<file path="src/design/ubc_pkg.sv">
// constants shared by the baud and enhanced-configuration block
package ubc_pkg;
    // ****************
    // register offsets
    // ****************
    localparam logic [2:0] ADR_DLL = 3'h0;
    localparam logic [2:0] ADR_DLM_IER = 3'h1;
    localparam logic [2:0] ADR_DLD_EFR_ISR = 3'h2;
    localparam logic [2:0] ADR_LCR = 3'h3;
    localparam logic [2:0] ADR_MCR = 3'h4;
    localparam logic [2:0] ADR_STOP2 = 3'h7;
    // ****************
    // keys, reset values and field positions
    // ****************
    localparam logic [7:0] LCR_KEY = 8'hbf;
    localparam logic [7:0] RST_DIV_LOW = 8'h01;
    localparam logic [7:0] RST_ZERO = 8'h00;
    localparam int LCR_DL_BIT = 7;
    localparam int DLD_IR_BIT = 7;
    localparam int DLD_485_BIT = 6;
    localparam int DLD_OS_HI = 5;
    localparam int DLD_OS_LO = 4;
    localparam int EFR_CTS_BIT = 7;
    localparam int EFR_RTS_BIT = 6;
    localparam int EFR_SPC_BIT = 5;
    localparam int EFR_ENH_BIT = 4;
    localparam int EFR_RX2_BIT = 0;
    localparam int MCR_PRE_BIT = 7;
    localparam int MCR_RTS_BIT = 1;
    localparam int IER_SLEEP_BIT = 4;
    localparam logic [1:0] PRE_LAST = 2'h3;
    // ****************
    // oversampling selections
    // ****************
    localparam logic [1:0] OS_16X = 2'h0;
    localparam logic [1:0] OS_8X = 2'h1;
    localparam logic [4:0] OS_RATIO_16 = 5'h10;
    localparam logic [4:0] OS_RATIO_8 = 5'h08;
    localparam logic [4:0] OS_RATIO_4 = 5'h04;
endpackage

</file>
<file path="src/design/ubc_baud_if.sv">
// carrier between the register file and the baud generator
`timescale 1ns/1ns
`default_nettype none
interface ubc_baud_if;
    logic [15:0] divisor;
    logic prescale4;
    logic [1:0] os_sel;
    logic sample_tick;
    logic bit_tick;
    modport cfg (output divisor, output prescale4, output os_sel,
                 input sample_tick, input bit_tick);
    modport gen (input divisor, input prescale4, input os_sel,
                 output sample_tick, output bit_tick);
endinterface
`default_nettype wire

</file>
<file path="src/design/ubc_baud_gen.sv">
// baud generator: prescaler, 16-bit divisor, oversampling counter
`timescale 1ns/1ns
`default_nettype none
module ubc_baud_gen (
    input wire logic clk_i,
    input wire logic nrst_i,
    ubc_baud_if.gen bif
);
    typedef struct packed {
        logic [1:0] pre_cnt;
        logic [15:0] div_cnt;
        logic [3:0] os_cnt;
        logic sample_tick;
        logic bit_tick;
        logic [4:0] chk_gap;
        logic chk_clean;
    } ubc_gen_t;

    ubc_gen_t gen_reg;
    ubc_gen_t gen_next;

    function automatic logic [4:0] os_ratio(input logic [1:0] sel);
        case (sel)
            ubc_pkg::OS_16X: os_ratio = ubc_pkg::OS_RATIO_16;
            ubc_pkg::OS_8X: os_ratio = ubc_pkg::OS_RATIO_8;
            default: os_ratio = ubc_pkg::OS_RATIO_4;
        endcase
    endfunction

    logic [4:0] ratio;
    logic pre_done;
    logic x16_one;
    assign ratio = os_ratio(bif.os_sel);
    assign x16_one = bif.divisor == 16'h0001 && !bif.prescale4 && bif.os_sel == ubc_pkg::OS_16X;
    assign pre_done = !bif.prescale4 || (gen_reg.pre_cnt == ubc_pkg::PRE_LAST);

    // rate = ref / (divisor * prescale * oversampling); divisor 0 halts
    always_comb begin
        gen_next = gen_reg;
        gen_next.sample_tick = 1'b0;
        gen_next.bit_tick = 1'b0;
        if (bif.divisor != 16'h0000) begin
            gen_next.pre_cnt = pre_done ? 2'h0 : gen_reg.pre_cnt + 2'h1;
            if (pre_done) begin
                if (gen_reg.div_cnt >= bif.divisor - 16'h0001) begin
                    gen_next.div_cnt = 16'h0000;
                    gen_next.sample_tick = 1'b1;
                    if ({1'b0, gen_reg.os_cnt} >= ratio - 5'h01) begin
                        gen_next.os_cnt = 4'h0;
                        gen_next.bit_tick = 1'b1;
                    end else begin
                        gen_next.os_cnt = gen_reg.os_cnt + 4'h1;
                    end
                end else begin
                    gen_next.div_cnt = gen_reg.div_cnt + 16'h0001;
                end
            end
        end else begin
            gen_next.pre_cnt = 2'h0;
            gen_next.div_cnt = 16'h0000;
            gen_next.os_cnt = 4'h0;
        end
        // cycles since last bit tick, clean while divisor one at 16x with prescale off held
        if (gen_reg.bit_tick) begin
            gen_next.chk_gap = 5'h00;
            gen_next.chk_clean = x16_one;
        end else begin
            gen_next.chk_gap = (gen_reg.chk_gap == 5'h1f) ? 5'h1f : gen_reg.chk_gap + 5'h01;
            gen_next.chk_clean = gen_reg.chk_clean && x16_one;
        end
    end

    always_ff @(posedge clk_i or negedge nrst_i) begin
        if (!nrst_i) begin
            gen_reg <= '0;
        end else begin
            gen_reg <= gen_next;
        end
    end

    assign bif.sample_tick = gen_reg.sample_tick;
    assign bif.bit_tick = gen_reg.bit_tick;
endmodule
`default_nettype wire

</file>
<file path="src/design/ubc_top.sv">
// baud rate and enhanced feature control for one serial channel
`timescale 1ns/1ns
`default_nettype none
// Summary of operation
// divisor high byte reachable when divisor latch open
// high byte resets to zero on power-on only
// low byte resets to one, power-on only
// mode register needs enhanced bit and latch bit
// mode bit 7 selects infrared coding
// mode bit 6 enables automatic RS-485 direction
// mode bits 5:4 select 16x, 8x, 4x
// rate = ref / (divisor*prescale*oversampling)
// feature bit 7 holds transmit on CTS
// feature bit 6 drives RTS from buffer level
// special match stored and flags status bit 4
// compared stop char two dropped, both flags; code sets the special flag only with feature bit 5
// enhanced writes need feature bit 4
// sleep only allowed with feature bit 4
// upper select 00 means no transmit flow
// upper select 10, 01, 11 pick pairs
// lower select 00 off, 10 first, 01 second
module ubc_top (
    input wire logic CLK_I,
    input wire logic NRST_I,
    input wire logic [2:0] ADDR_I,
    input wire logic [7:0] WDATA_I,
    input wire logic WR_I,
    input wire logic RD_I,
    input wire logic CTS_N_I,
    input wire logic RX_VALID_I,
    input wire logic [7:0] RX_DATA_I,
    input wire logic RX_HALT_I,
    output logic [7:0] RDATA_O,
    output logic SAMPLE_TICK_O,
    output logic BIT_TICK_O,
    output logic IR_MODE_O,
    output logic RS485_AUTO_O,
    output logic TX_HOLD_O,
    output logic RTS_N_O,
    output logic SLEEP_O,
    output logic RX_STORE_O,
    output logic [7:0] RX_STORE_DATA_O,
    output logic SPECIAL_INT_O,
    output logic STOP_INT_O,
    output logic [1:0] TX_SWFC_O,
    output logic [1:0] RX_SWFC_O
);
    typedef struct packed {
        logic [7:0] dll;
        logic [7:0] divisor_high_byte;
        logic [7:0] divisor_mode_control;
        logic [7:0] enhanced_feature_control;
        logic [7:0] line_control_reg;
        logic [7:0] modem_control_reg;
        logic [7:0] interrupt_enable_reg;
        logic [1:0] fcr_enh;
        logic [7:0] stop2;
        logic [7:0] rdata;
        logic cts_meta;
        logic cts_sync;
        logic tx_hold;
        logic rts_n;
        logic sleep;
        logic rx_store;
        logic [7:0] rx_store_data;
        logic special;
        logic stop;
    } ubc_state_t;

    ubc_state_t st_reg;
    ubc_state_t st_next;

    ubc_baud_if bif ();

    ubc_baud_gen u_gen (
        .clk_i(CLK_I),
        .nrst_i(NRST_I),
        .bif(bif)
    );

    assign bif.divisor = {st_reg.divisor_high_byte, st_reg.dll};
    assign bif.prescale4 = st_reg.modem_control_reg[ubc_pkg::MCR_PRE_BIT];
    assign bif.os_sel = st_reg.divisor_mode_control[ubc_pkg::DLD_OS_HI:ubc_pkg::DLD_OS_LO];

    // ****************
    // access windows
    // ****************
    logic key_open;
    logic dl_open;
    logic enh;
    logic cmp2;
    logic stop_hit;
    logic isr_rd;
    assign key_open = (st_reg.line_control_reg == ubc_pkg::LCR_KEY);
    assign dl_open = st_reg.line_control_reg[ubc_pkg::LCR_DL_BIT] && !key_open;
    assign enh = st_reg.enhanced_feature_control[ubc_pkg::EFR_ENH_BIT];
    assign cmp2 = st_reg.enhanced_feature_control[ubc_pkg::EFR_RX2_BIT];
    assign stop_hit = RX_VALID_I && (RX_DATA_I == st_reg.stop2);
    assign isr_rd = RD_I && !st_reg.line_control_reg[ubc_pkg::LCR_DL_BIT]
                    && ADDR_I == ubc_pkg::ADR_DLD_EFR_ISR;

    always_comb begin
        st_next = st_reg;
        st_next.rx_store = 1'b0;
        // ****************
        // register writes
        // ****************
        if (WR_I) begin
            case (ADDR_I)
                ubc_pkg::ADR_DLL: begin
                    if (dl_open) st_next.dll = WDATA_I;
                end
                ubc_pkg::ADR_DLM_IER: begin
                    if (dl_open) begin
                        st_next.divisor_high_byte = WDATA_I;
                    end else if (!st_reg.line_control_reg[ubc_pkg::LCR_DL_BIT]) begin
                        st_next.interrupt_enable_reg = enh ? WDATA_I : {st_reg.interrupt_enable_reg[7:4], WDATA_I[3:0]};
                    end
                end
                ubc_pkg::ADR_DLD_EFR_ISR: begin
                    if (key_open) begin
                        st_next.enhanced_feature_control = WDATA_I;
                    end else if (dl_open) begin
                        if (enh) st_next.divisor_mode_control = WDATA_I;
                    end else if (enh) begin
                        st_next.fcr_enh = WDATA_I[5:4];
                    end
                end
                ubc_pkg::ADR_LCR: st_next.line_control_reg = WDATA_I;
                ubc_pkg::ADR_MCR: begin
                    if (!st_reg.line_control_reg[ubc_pkg::LCR_DL_BIT]) begin
                        st_next.modem_control_reg = enh ? WDATA_I : {st_reg.modem_control_reg[7:5], WDATA_I[4:0]};
                    end
                end
                ubc_pkg::ADR_STOP2: begin
                    if (key_open) st_next.stop2 = WDATA_I;
                end
                default: ;
            endcase
        end
        // ****************
        // register reads, unmapped reads return zero
        // ****************
        st_next.rdata = 8'h00;
        if (RD_I) begin
            case (ADDR_I)
                ubc_pkg::ADR_DLL: if (dl_open) st_next.rdata = st_reg.dll;
                ubc_pkg::ADR_DLM_IER: begin
                    if (dl_open) st_next.rdata = st_reg.divisor_high_byte;
                    else if (!st_reg.line_control_reg[ubc_pkg::LCR_DL_BIT]) st_next.rdata = st_reg.interrupt_enable_reg;
                end
                ubc_pkg::ADR_DLD_EFR_ISR: begin
                    if (key_open) begin
                        st_next.rdata = st_reg.enhanced_feature_control;
                    end else if (dl_open) begin
                        if (enh) st_next.rdata = st_reg.divisor_mode_control;
                    end else begin
                        st_next.rdata = {3'h0, st_reg.special | st_reg.stop, 3'h0,
                                         !(st_reg.special | st_reg.stop)};
                    end
                end
                ubc_pkg::ADR_LCR: st_next.rdata = st_reg.line_control_reg;
                ubc_pkg::ADR_MCR: begin
                    if (!st_reg.line_control_reg[ubc_pkg::LCR_DL_BIT]) st_next.rdata = st_reg.modem_control_reg;
                end
                ubc_pkg::ADR_STOP2: if (key_open) st_next.rdata = st_reg.stop2;
                default: ;
            endcase
        end
        // ****************
        // receive character screening, set wins over read clear
        // ****************
        st_next.special = st_reg.special && !isr_rd;
        st_next.stop = st_reg.stop && !isr_rd;
        if (RX_VALID_I) begin
            if (stop_hit && cmp2) begin
                st_next.stop = 1'b1;
                if (st_reg.enhanced_feature_control[ubc_pkg::EFR_SPC_BIT]) st_next.special = 1'b1;
            end else begin
                st_next.rx_store = 1'b1;
                st_next.rx_store_data = RX_DATA_I;
                if (stop_hit && st_reg.enhanced_feature_control[ubc_pkg::EFR_SPC_BIT]) st_next.special = 1'b1;
            end
        end
        // ****************
        // flow control and power
        // ****************
        st_next.cts_meta = CTS_N_I;
        st_next.cts_sync = st_reg.cts_meta;
        st_next.tx_hold = st_reg.enhanced_feature_control[ubc_pkg::EFR_CTS_BIT] && st_reg.cts_sync;
        st_next.rts_n = st_reg.enhanced_feature_control[ubc_pkg::EFR_RTS_BIT] ? RX_HALT_I
                        : !st_reg.modem_control_reg[ubc_pkg::MCR_RTS_BIT];
        st_next.sleep = enh && st_reg.interrupt_enable_reg[ubc_pkg::IER_SLEEP_BIT];
    end

    // only power-on reset exists, so divisor bytes take their reset values on it alone
    always_ff @(posedge CLK_I or negedge NRST_I) begin
        if (!NRST_I) begin
            st_reg <= '0;
            st_reg.dll <= ubc_pkg::RST_DIV_LOW;
            st_reg.divisor_high_byte <= ubc_pkg::RST_ZERO;
            st_reg.divisor_mode_control <= ubc_pkg::RST_ZERO;
            st_reg.cts_meta <= 1'b1;
            st_reg.cts_sync <= 1'b1;
            st_reg.rts_n <= 1'b1;
        end else begin
            st_reg <= st_next;
        end
    end

    assign RDATA_O = st_reg.rdata;
    assign SAMPLE_TICK_O = bif.sample_tick;
    assign BIT_TICK_O = bif.bit_tick;
    assign IR_MODE_O = st_reg.divisor_mode_control[ubc_pkg::DLD_IR_BIT];
    assign RS485_AUTO_O = st_reg.divisor_mode_control[ubc_pkg::DLD_485_BIT];
    assign TX_HOLD_O = st_reg.tx_hold;
    assign RTS_N_O = st_reg.rts_n;
    assign SLEEP_O = st_reg.sleep;
    assign RX_STORE_O = st_reg.rx_store;
    assign RX_STORE_DATA_O = st_reg.rx_store_data;
    assign SPECIAL_INT_O = st_reg.special;
    assign STOP_INT_O = st_reg.stop;
    assign TX_SWFC_O = st_reg.enhanced_feature_control[3:2]; // see
    assign RX_SWFC_O = st_reg.enhanced_feature_control[1:0];
endmodule
`default_nettype wire

</file>
<file path="config.mk">
export PLATFORM = sky130hd
export DESIGN_NAME = ubc_top
export DESIGN_NICKNAME = d
export VERILOG_FILES = /design/src/design/ubc_pkg.sv /design/src/design/ubc_baud_if.sv /design/src/design/ubc_baud_gen.sv /design/src/design/ubc_top.sv
export SDC_FILE = /design/constraint.sdc
export NUM_CORES = 1
export LEC_CHECK = 0
export BUFFER_PORTS_ARGS = -buffer_cell sky130_fd_sc_hd__buf_2
export CAP_MARGIN = 20
export CORE_MARGIN = 8
export CORE_UTILIZATION = 64
export DETAILED_ROUTE_END_ITERATION = 7
export GPL_ROUTABILITY_DRIVEN = 0
export PLACE_DENSITY = 0.89
export SLEW_MARGIN = 25
export SYNTH_ARGS = -nofsm -noshare
export SYNTH_HDL_FRONTEND = slang
export SYNTH_SLANG_ARGS = --single-unit
</file>
<file path="constraint.sdc">
create_clock -name CLK_I -period 8.55 [get_ports CLK_I]
set_clock_uncertainty 0.05 [all_clocks]
set_input_delay 1.71 -clock CLK_I [delete_from_list [all_inputs] [get_ports CLK_I]]
set_output_delay 1.71 -clock CLK_I [all_outputs]
set_load 0.005 [all_outputs]
</file>
# --- Word-level counts from Yosys, hierarchy flattened ---
# Cells that the tools add are included.
classes:
  n_addsub: 5
  n_lt_le_gt_ge: 2
  n_eq_ne: 11
  n_mux: 26
  n_bitwise: 5
  reduce_logical: 32
op_table:
  columns: ["operator", "count"]
  rows:
  - ["2-to-1 mux 8 bit", 9]
  - ["one-hot mux 8 bit (6 select lines)", 1]
  - ["2-to-1 mux 22 bit", 2]
  - ["adder 16 x 1 -> 16 bit, second input constant", 1]
  - ["greater-or-equal comparator 16 bit", 1]
  - ["2-to-1 mux 16 bit", 1]
  - ["nonzero test 16 bit", 1]
  - ["subtractor 16 x 1 -> 16 bit, second input constant", 1]
  - ["AND reduction 3 bit", 5]
  - ["2-to-1 mux 11 bit", 1]
  - ["logical AND 1 bit", 10]
  - ["one-hot mux 5 bit (2 select lines)", 1]
  - ["AND reduction 5 bit", 2]
  - ["2-to-1 mux 9 bit", 1]
  - ["== test 8 bit", 1]
  - ["== test 8 bit, second input constant", 1]
  - ["AND reduction 4 bit", 2]
  - ["== test 3 x 2 -> 1 bit, second input constant", 2]
  - ["== test 3 bit, second input constant", 2]
  - ["logical NOT 1 bit", 6]
  - ["2-to-1 mux 1 bit", 6]
  - ["2-to-1 mux 6 bit", 1]
  - ["AND reduction 2 bit", 3]
  - ["greater-or-equal comparator 4 x 5 -> 1 bit", 1]
  - ["other kinds (15)", 19]
word_totals:
  reg_bits: 112
  inputBits: 26
  output_inout_bits: 30
  word_cells: 106

# --- Longest topological paths before layout ---
logic_depth:
  ltp_word: 8
  mapped_depth: 14
  mapped_depth_nobuf: 12

# --- Hierarchy ---
# Synthesis repeated with hierarchy kept, for this count alone.
unflattened:
  cells_unflattened: 537
  hier_area_um2: 6185.9
modules_own_cells:
  columns: ["module", "n_inst", "cells_per_inst", "area_per_inst_um2"]
  rows:
  - ["ubc_top", 1, 320, 4219.0]
  - ["ubc_baud_gen", 1, 217, 1966.9]

# --- Least setup slack after synthesis ---
# No wires, ideal clock.
synth_path:
  kind: "register to register"
  from: "reg st_reg, in the netlist bif.divisor[5]"
  to: "reg u_gen.gen_reg[23] (netlist name)"
  arrival_time_ns: 3.508
  path_slack_ns: 4.927
  stages_incl_launch_ff: 14
  path_buffers: 2
  synth_period_minus_slack_ns: 3.623
  path_cell_list: "dfrtp_1 > nor4_1 > nor2b_1 > nand2_1 > or4_1 > xor2_1 > ha_1 > and2_0 > a221o_1 > a2111o_1 > buf_2 > buf_2 > nor4_1 > o21a_1"
synth_between:
  elab_chain_len: 5
  elab_cells_between_ends: 7
  cone_classes: "add/sub: 1; order compare: 1; eq/ne: 1; mux: 3; reduce/logical: 1"
synth_rtl:
  columns: ["item", "line_no", "rtl"]
  rows:
  - ["start, declared", "ubc_top.sv:70", "ubc_state_t st_reg;"]
  - ["start signal, assigned", "ubc_top.sv:207", "st_reg <= st_next;"]
  - ["subtractor 16 x 1 -> 16 bit", "ubc_baud_gen.sv:45", "if (gen_reg.div_cnt >= bif.divisor - 16'h0001) begin"]
  - ["greater-or-equal comparator 16 bit", "ubc_baud_gen.sv:45", null]
  - ["2-to-1 mux 16 bit", "ubc_baud_gen.sv:45", null]
  - ["2-to-1 mux 22 bit", "ubc_baud_gen.sv:44", "if (pre_done) begin"]
  - ["2-to-1 mux 22 bit", "ubc_baud_gen.sv:42", "if (bif.divisor != 16'h0000) begin"]
  - ["end signal, assigned", "ubc_baud_gen.sv:77", "gen_reg <= gen_next;"]
  - ["end, declared", "ubc_baud_gen.sv:19", "ubc_gen_t gen_reg;"]
# Parallel ways exist; a longest one is shown, timed or not. The select of a mux whose other input is x is not followed.
# A chain may end at the register's enable or synchronous reset.

# --- Final worst setup path ---
layout_path:
  from: "reg st_reg, in the netlist bif.divisor[3]"
  to: "reg u_gen.gen_reg[12] (netlist name)"
# Same word-level chain as after synthesis.

==> results.json <==
{
  "outcome": "complete, no violations",
  "grtUsageTotal_pct": 23.6,
  "timing.setup.tns_ns": 0,
  "timing.final.ws_setup_ns": 4.32,
  "cts_tree": "yes",
  "synth_warnings": 0,
  "drtPass1Iterations": 7,
  "cts_setup_buffers": 0,
  "maxCapViolations": 0,
  "multiInputGateArea_sq_um": 2900,
  "ys_seq_elements": 112,
  "num_antenna_cells": 0,
  "async_reset_ff_share_pct": 100,
  "synth_edf_count": 0,
  "drive_gt1_share_pct": 23.7,
  "initial_core_util_pct": 65.3,
  "fin_crit_sh_pct": 49.5,
  "die_area_sq_um": 12700,
  "drv_slew": 0,
  "setup_viol": 0,
  "ctsResizeCount": 0,
  "grt.met2_usage_pct": 36.8,
  "clk_pin_slew_ns": 0.12,
  "vias": 4532,
  "rows": 35,
  "hold_violations": 0,
  "cts_made_buffers": 9,
  "die_w_microns": 113,
  "critPathRequiredTime_ns": 8.83,
  "worst_setup_path_end_kind": "register",
  "netlist_area_sq_um": 5980,
  "synth.net_count": 590,
  "max_freq_mhz": 236,
  "grt_use_met1_pct": 29.8,
  "viasPerCell": 6.61,
  "drt-total-wl_microns": 14600,
  "io_pins": 56,
  "grt.busiest_layer": "met2",
  "cp-start-kind": "register",
  "portBuffers": 55,
  "syn_avg_cell_area_sq_um": 11.0,
  "clock_path_buffers": 2,
  "utilization_pct": 70.0,
  "clock_latency_ns": 0.40,
  "h-tree-depth": 3,
  "pwr_density_cell_nw_per_um2": 224,
  "ys_top_cells_by_area": "dfrtp_1, mux2_2, ha_1",
  "grt_max_degree": 53,
  "peakVddDrop_mv": 0.105,
  "p_leak_nw": 2.99,
  "largest_reg_flops": 39,
  "grt_use_met3_pct": 6.76,
  "nets": 618,
  "yosysTopAreaCell": "dfrtp_1",
  "worst_pin_slew_ns": 0.812,
  "critical_path_class": "reg2reg",
  "cts_root_buf": "clkbuf_8",
  "synth_cells": 542,
  "post-route-drc-count": 0,
  "grt_pass1_wl_microns": 23800,
  "antenna_found_initial": 1,
  "cts_num_sinks": 112,
  "core_sq_um": 9150,
  "timing.final.crit_period_ns": 4.23,
  "synth_top_area_share_pct": 45.2,
  "seqCellArea_sq_um": 2810,
  "ctsHoldBuffers": 0,
  "hold_class": "reg2reg",
  "post_drt_wl_per_cell_microns": 21.2,
  "grt_pass1_vias": 4695,
  "synth.distinct_cells": 62,
  "total_power_mw": 1.43,
  "dpl.hpwl_microns": 10500,
  "arrival_ns": 4.51,
  "rsz0062_at_grt": "no",
  "syn_to_final_growth_pct": 7.07,
  "synth-seq-area-share_pct": 46.9,
  "die_h_microns": 113,
  "cp_max_fo": 28,
  "overflow": 0,
  "ant_nets": 0,
  "fillers": 632,
  "pre_cts_ws_ns": 4.39,
  "synth_ff_type": "dfrtp_1",
  "relSlewSlack_pct": 45.8,
  "first_iter_violations": 488
}
==> worst max-delay path, stage by stage, from the launching register on <==
cell	delay, ns
dfrtp_1	0.44
nor4_1	0.33
nor2b_1	0.37
nand2_1	0.19
or4_1	0.44
xor2_1	0.17
ha_1	0.28
and2_0	0.16
a221o_1	0.30
a2111o_1	0.75
nor2_1	0.46
mux2_2	0.23
==> cells in the mapped netlist, types with 2 or more instances <==
master / number
a211oi_1: 2
a21o_1: 5
a21oi_1: 4
a221o_1: 3
a222oi_1: 8
a22o_1: 6
a41oi_1: 6
and2_1: 8
and3_1: 11
and4_1: 2
buf_2: 8
buf_4: 22
clkbuf_1: 11
dfrtp_1: 108
dfstp_2: 4
ha_1: 22
inv_1: 8
mux2_1: 24
mux2_2: 48
nand2_1: 64
nand2b_1: 4
nand3_1: 17
nand3b_1: 3
nand4_1: 8
nor2_1: 18
nor2b_1: 4
nor3_1: 16
nor3b_1: 4
nor4_1: 4
nor4b_1: 2
o211ai_1: 2
o21a_1: 5
o21ai_0: 8
o22a_1: 2
o22ai_1: 5
o2bb2ai_1: 6
o311ai_1: 4
o31ai_1: 6
or3_1: 2
or4_1: 4
xnor2_1: 18
xor2_1: 6
==> cell families after synthesis <==
| kind of cell | after synthesis | share of synthesized area (%) |
|---|---|---|
| muxes | 73 | 13.7 |
| adders and majority gates | 22 | 4.60 |
| AOI/OAI and AO/OA | 78 | 10.3 |
| and+or+nand+nor | 183 | 16.3 |
| xor gates and xnor gates | 24 | 3.51 |
| DFF | 112 | 46.9 |
| buffers and inverters | 50 | 4.69 |
==> cell type report <==
class / instances / share of cell area, %
inverters: 9 / 0.528
clock inverters: 6 / 1.06
repair buffers: 58 / 5.00
multi-input cells: 380 / 45.3
well taps: 111 / 2.17
clock buffers: 10 / 2.15
flip-flops and latches: 112 / 43.8
==> layer usage <==
metal,part of all wire (%),vias to the layer above
met4,2.9,2
met5,0.075,-
li1,-,2027
met2,47,217
met3,8.7,43
met1,41,2243
==> metrics by stage <==
stage	cells	area (sq um)	hold slack, ns
6_report	686	6400	0.316
5_1_grt	686	6400	0.319
4_1_cts	686	6400	0.317
3_5_place_dp	670	6190	0.300
3_3_place_gp	669	6170	0.299
2_1_floorplan	542	5980	0.295
==> report_power, final <==
group	internal (mW)	switching [mW]
registers	0.620	0.0998
logic	0.179	0.211
clock network	0.123	0.199
total	0.923	0.510
==> worst paths after layout <==
path / from / endpoint / slack, ns / cells after the start
worst max register to register: bif.divisor[3] / u_gen.gen_reg[12] / 4.32 / 11
worst min-delay path: st_next[14] / st_reg[14] / 0.32 / 0
max in group asynchronous: NRST_I / bif.divisor[0] / 6.18 / 3
worst max-delay path: bif.divisor[3] / u_gen.gen_reg[12] / 4.32 / 11
worst min register to register: st_next[14] / st_reg[14] / 0.32 / 0
min in group asynchronous: NRST_I / u_gen.bif.bit_tick / 1.12 / 1
==> layout by cell type, fill, tap and decap left out, types with 8 or more instances in the layout <==
master    netlist  final
a222oi_1        8      8
and2_1          8      8
and3_1         11     11
buf_2           8     54
clkbuf_8        0     10
dfrtp_1       108    108
ha_1           22     22
inv_1           8      8
mux2_1         24     24
mux2_2         48     48
nand2_1        64     64
nand3_1        17     17
nand4_1         8      8
nor2_1         18     18
nor3_1         16     16
o21ai_0         8      8
xnor2_1        18     18
Note: power is estimated with default switching activity, not from simulation.
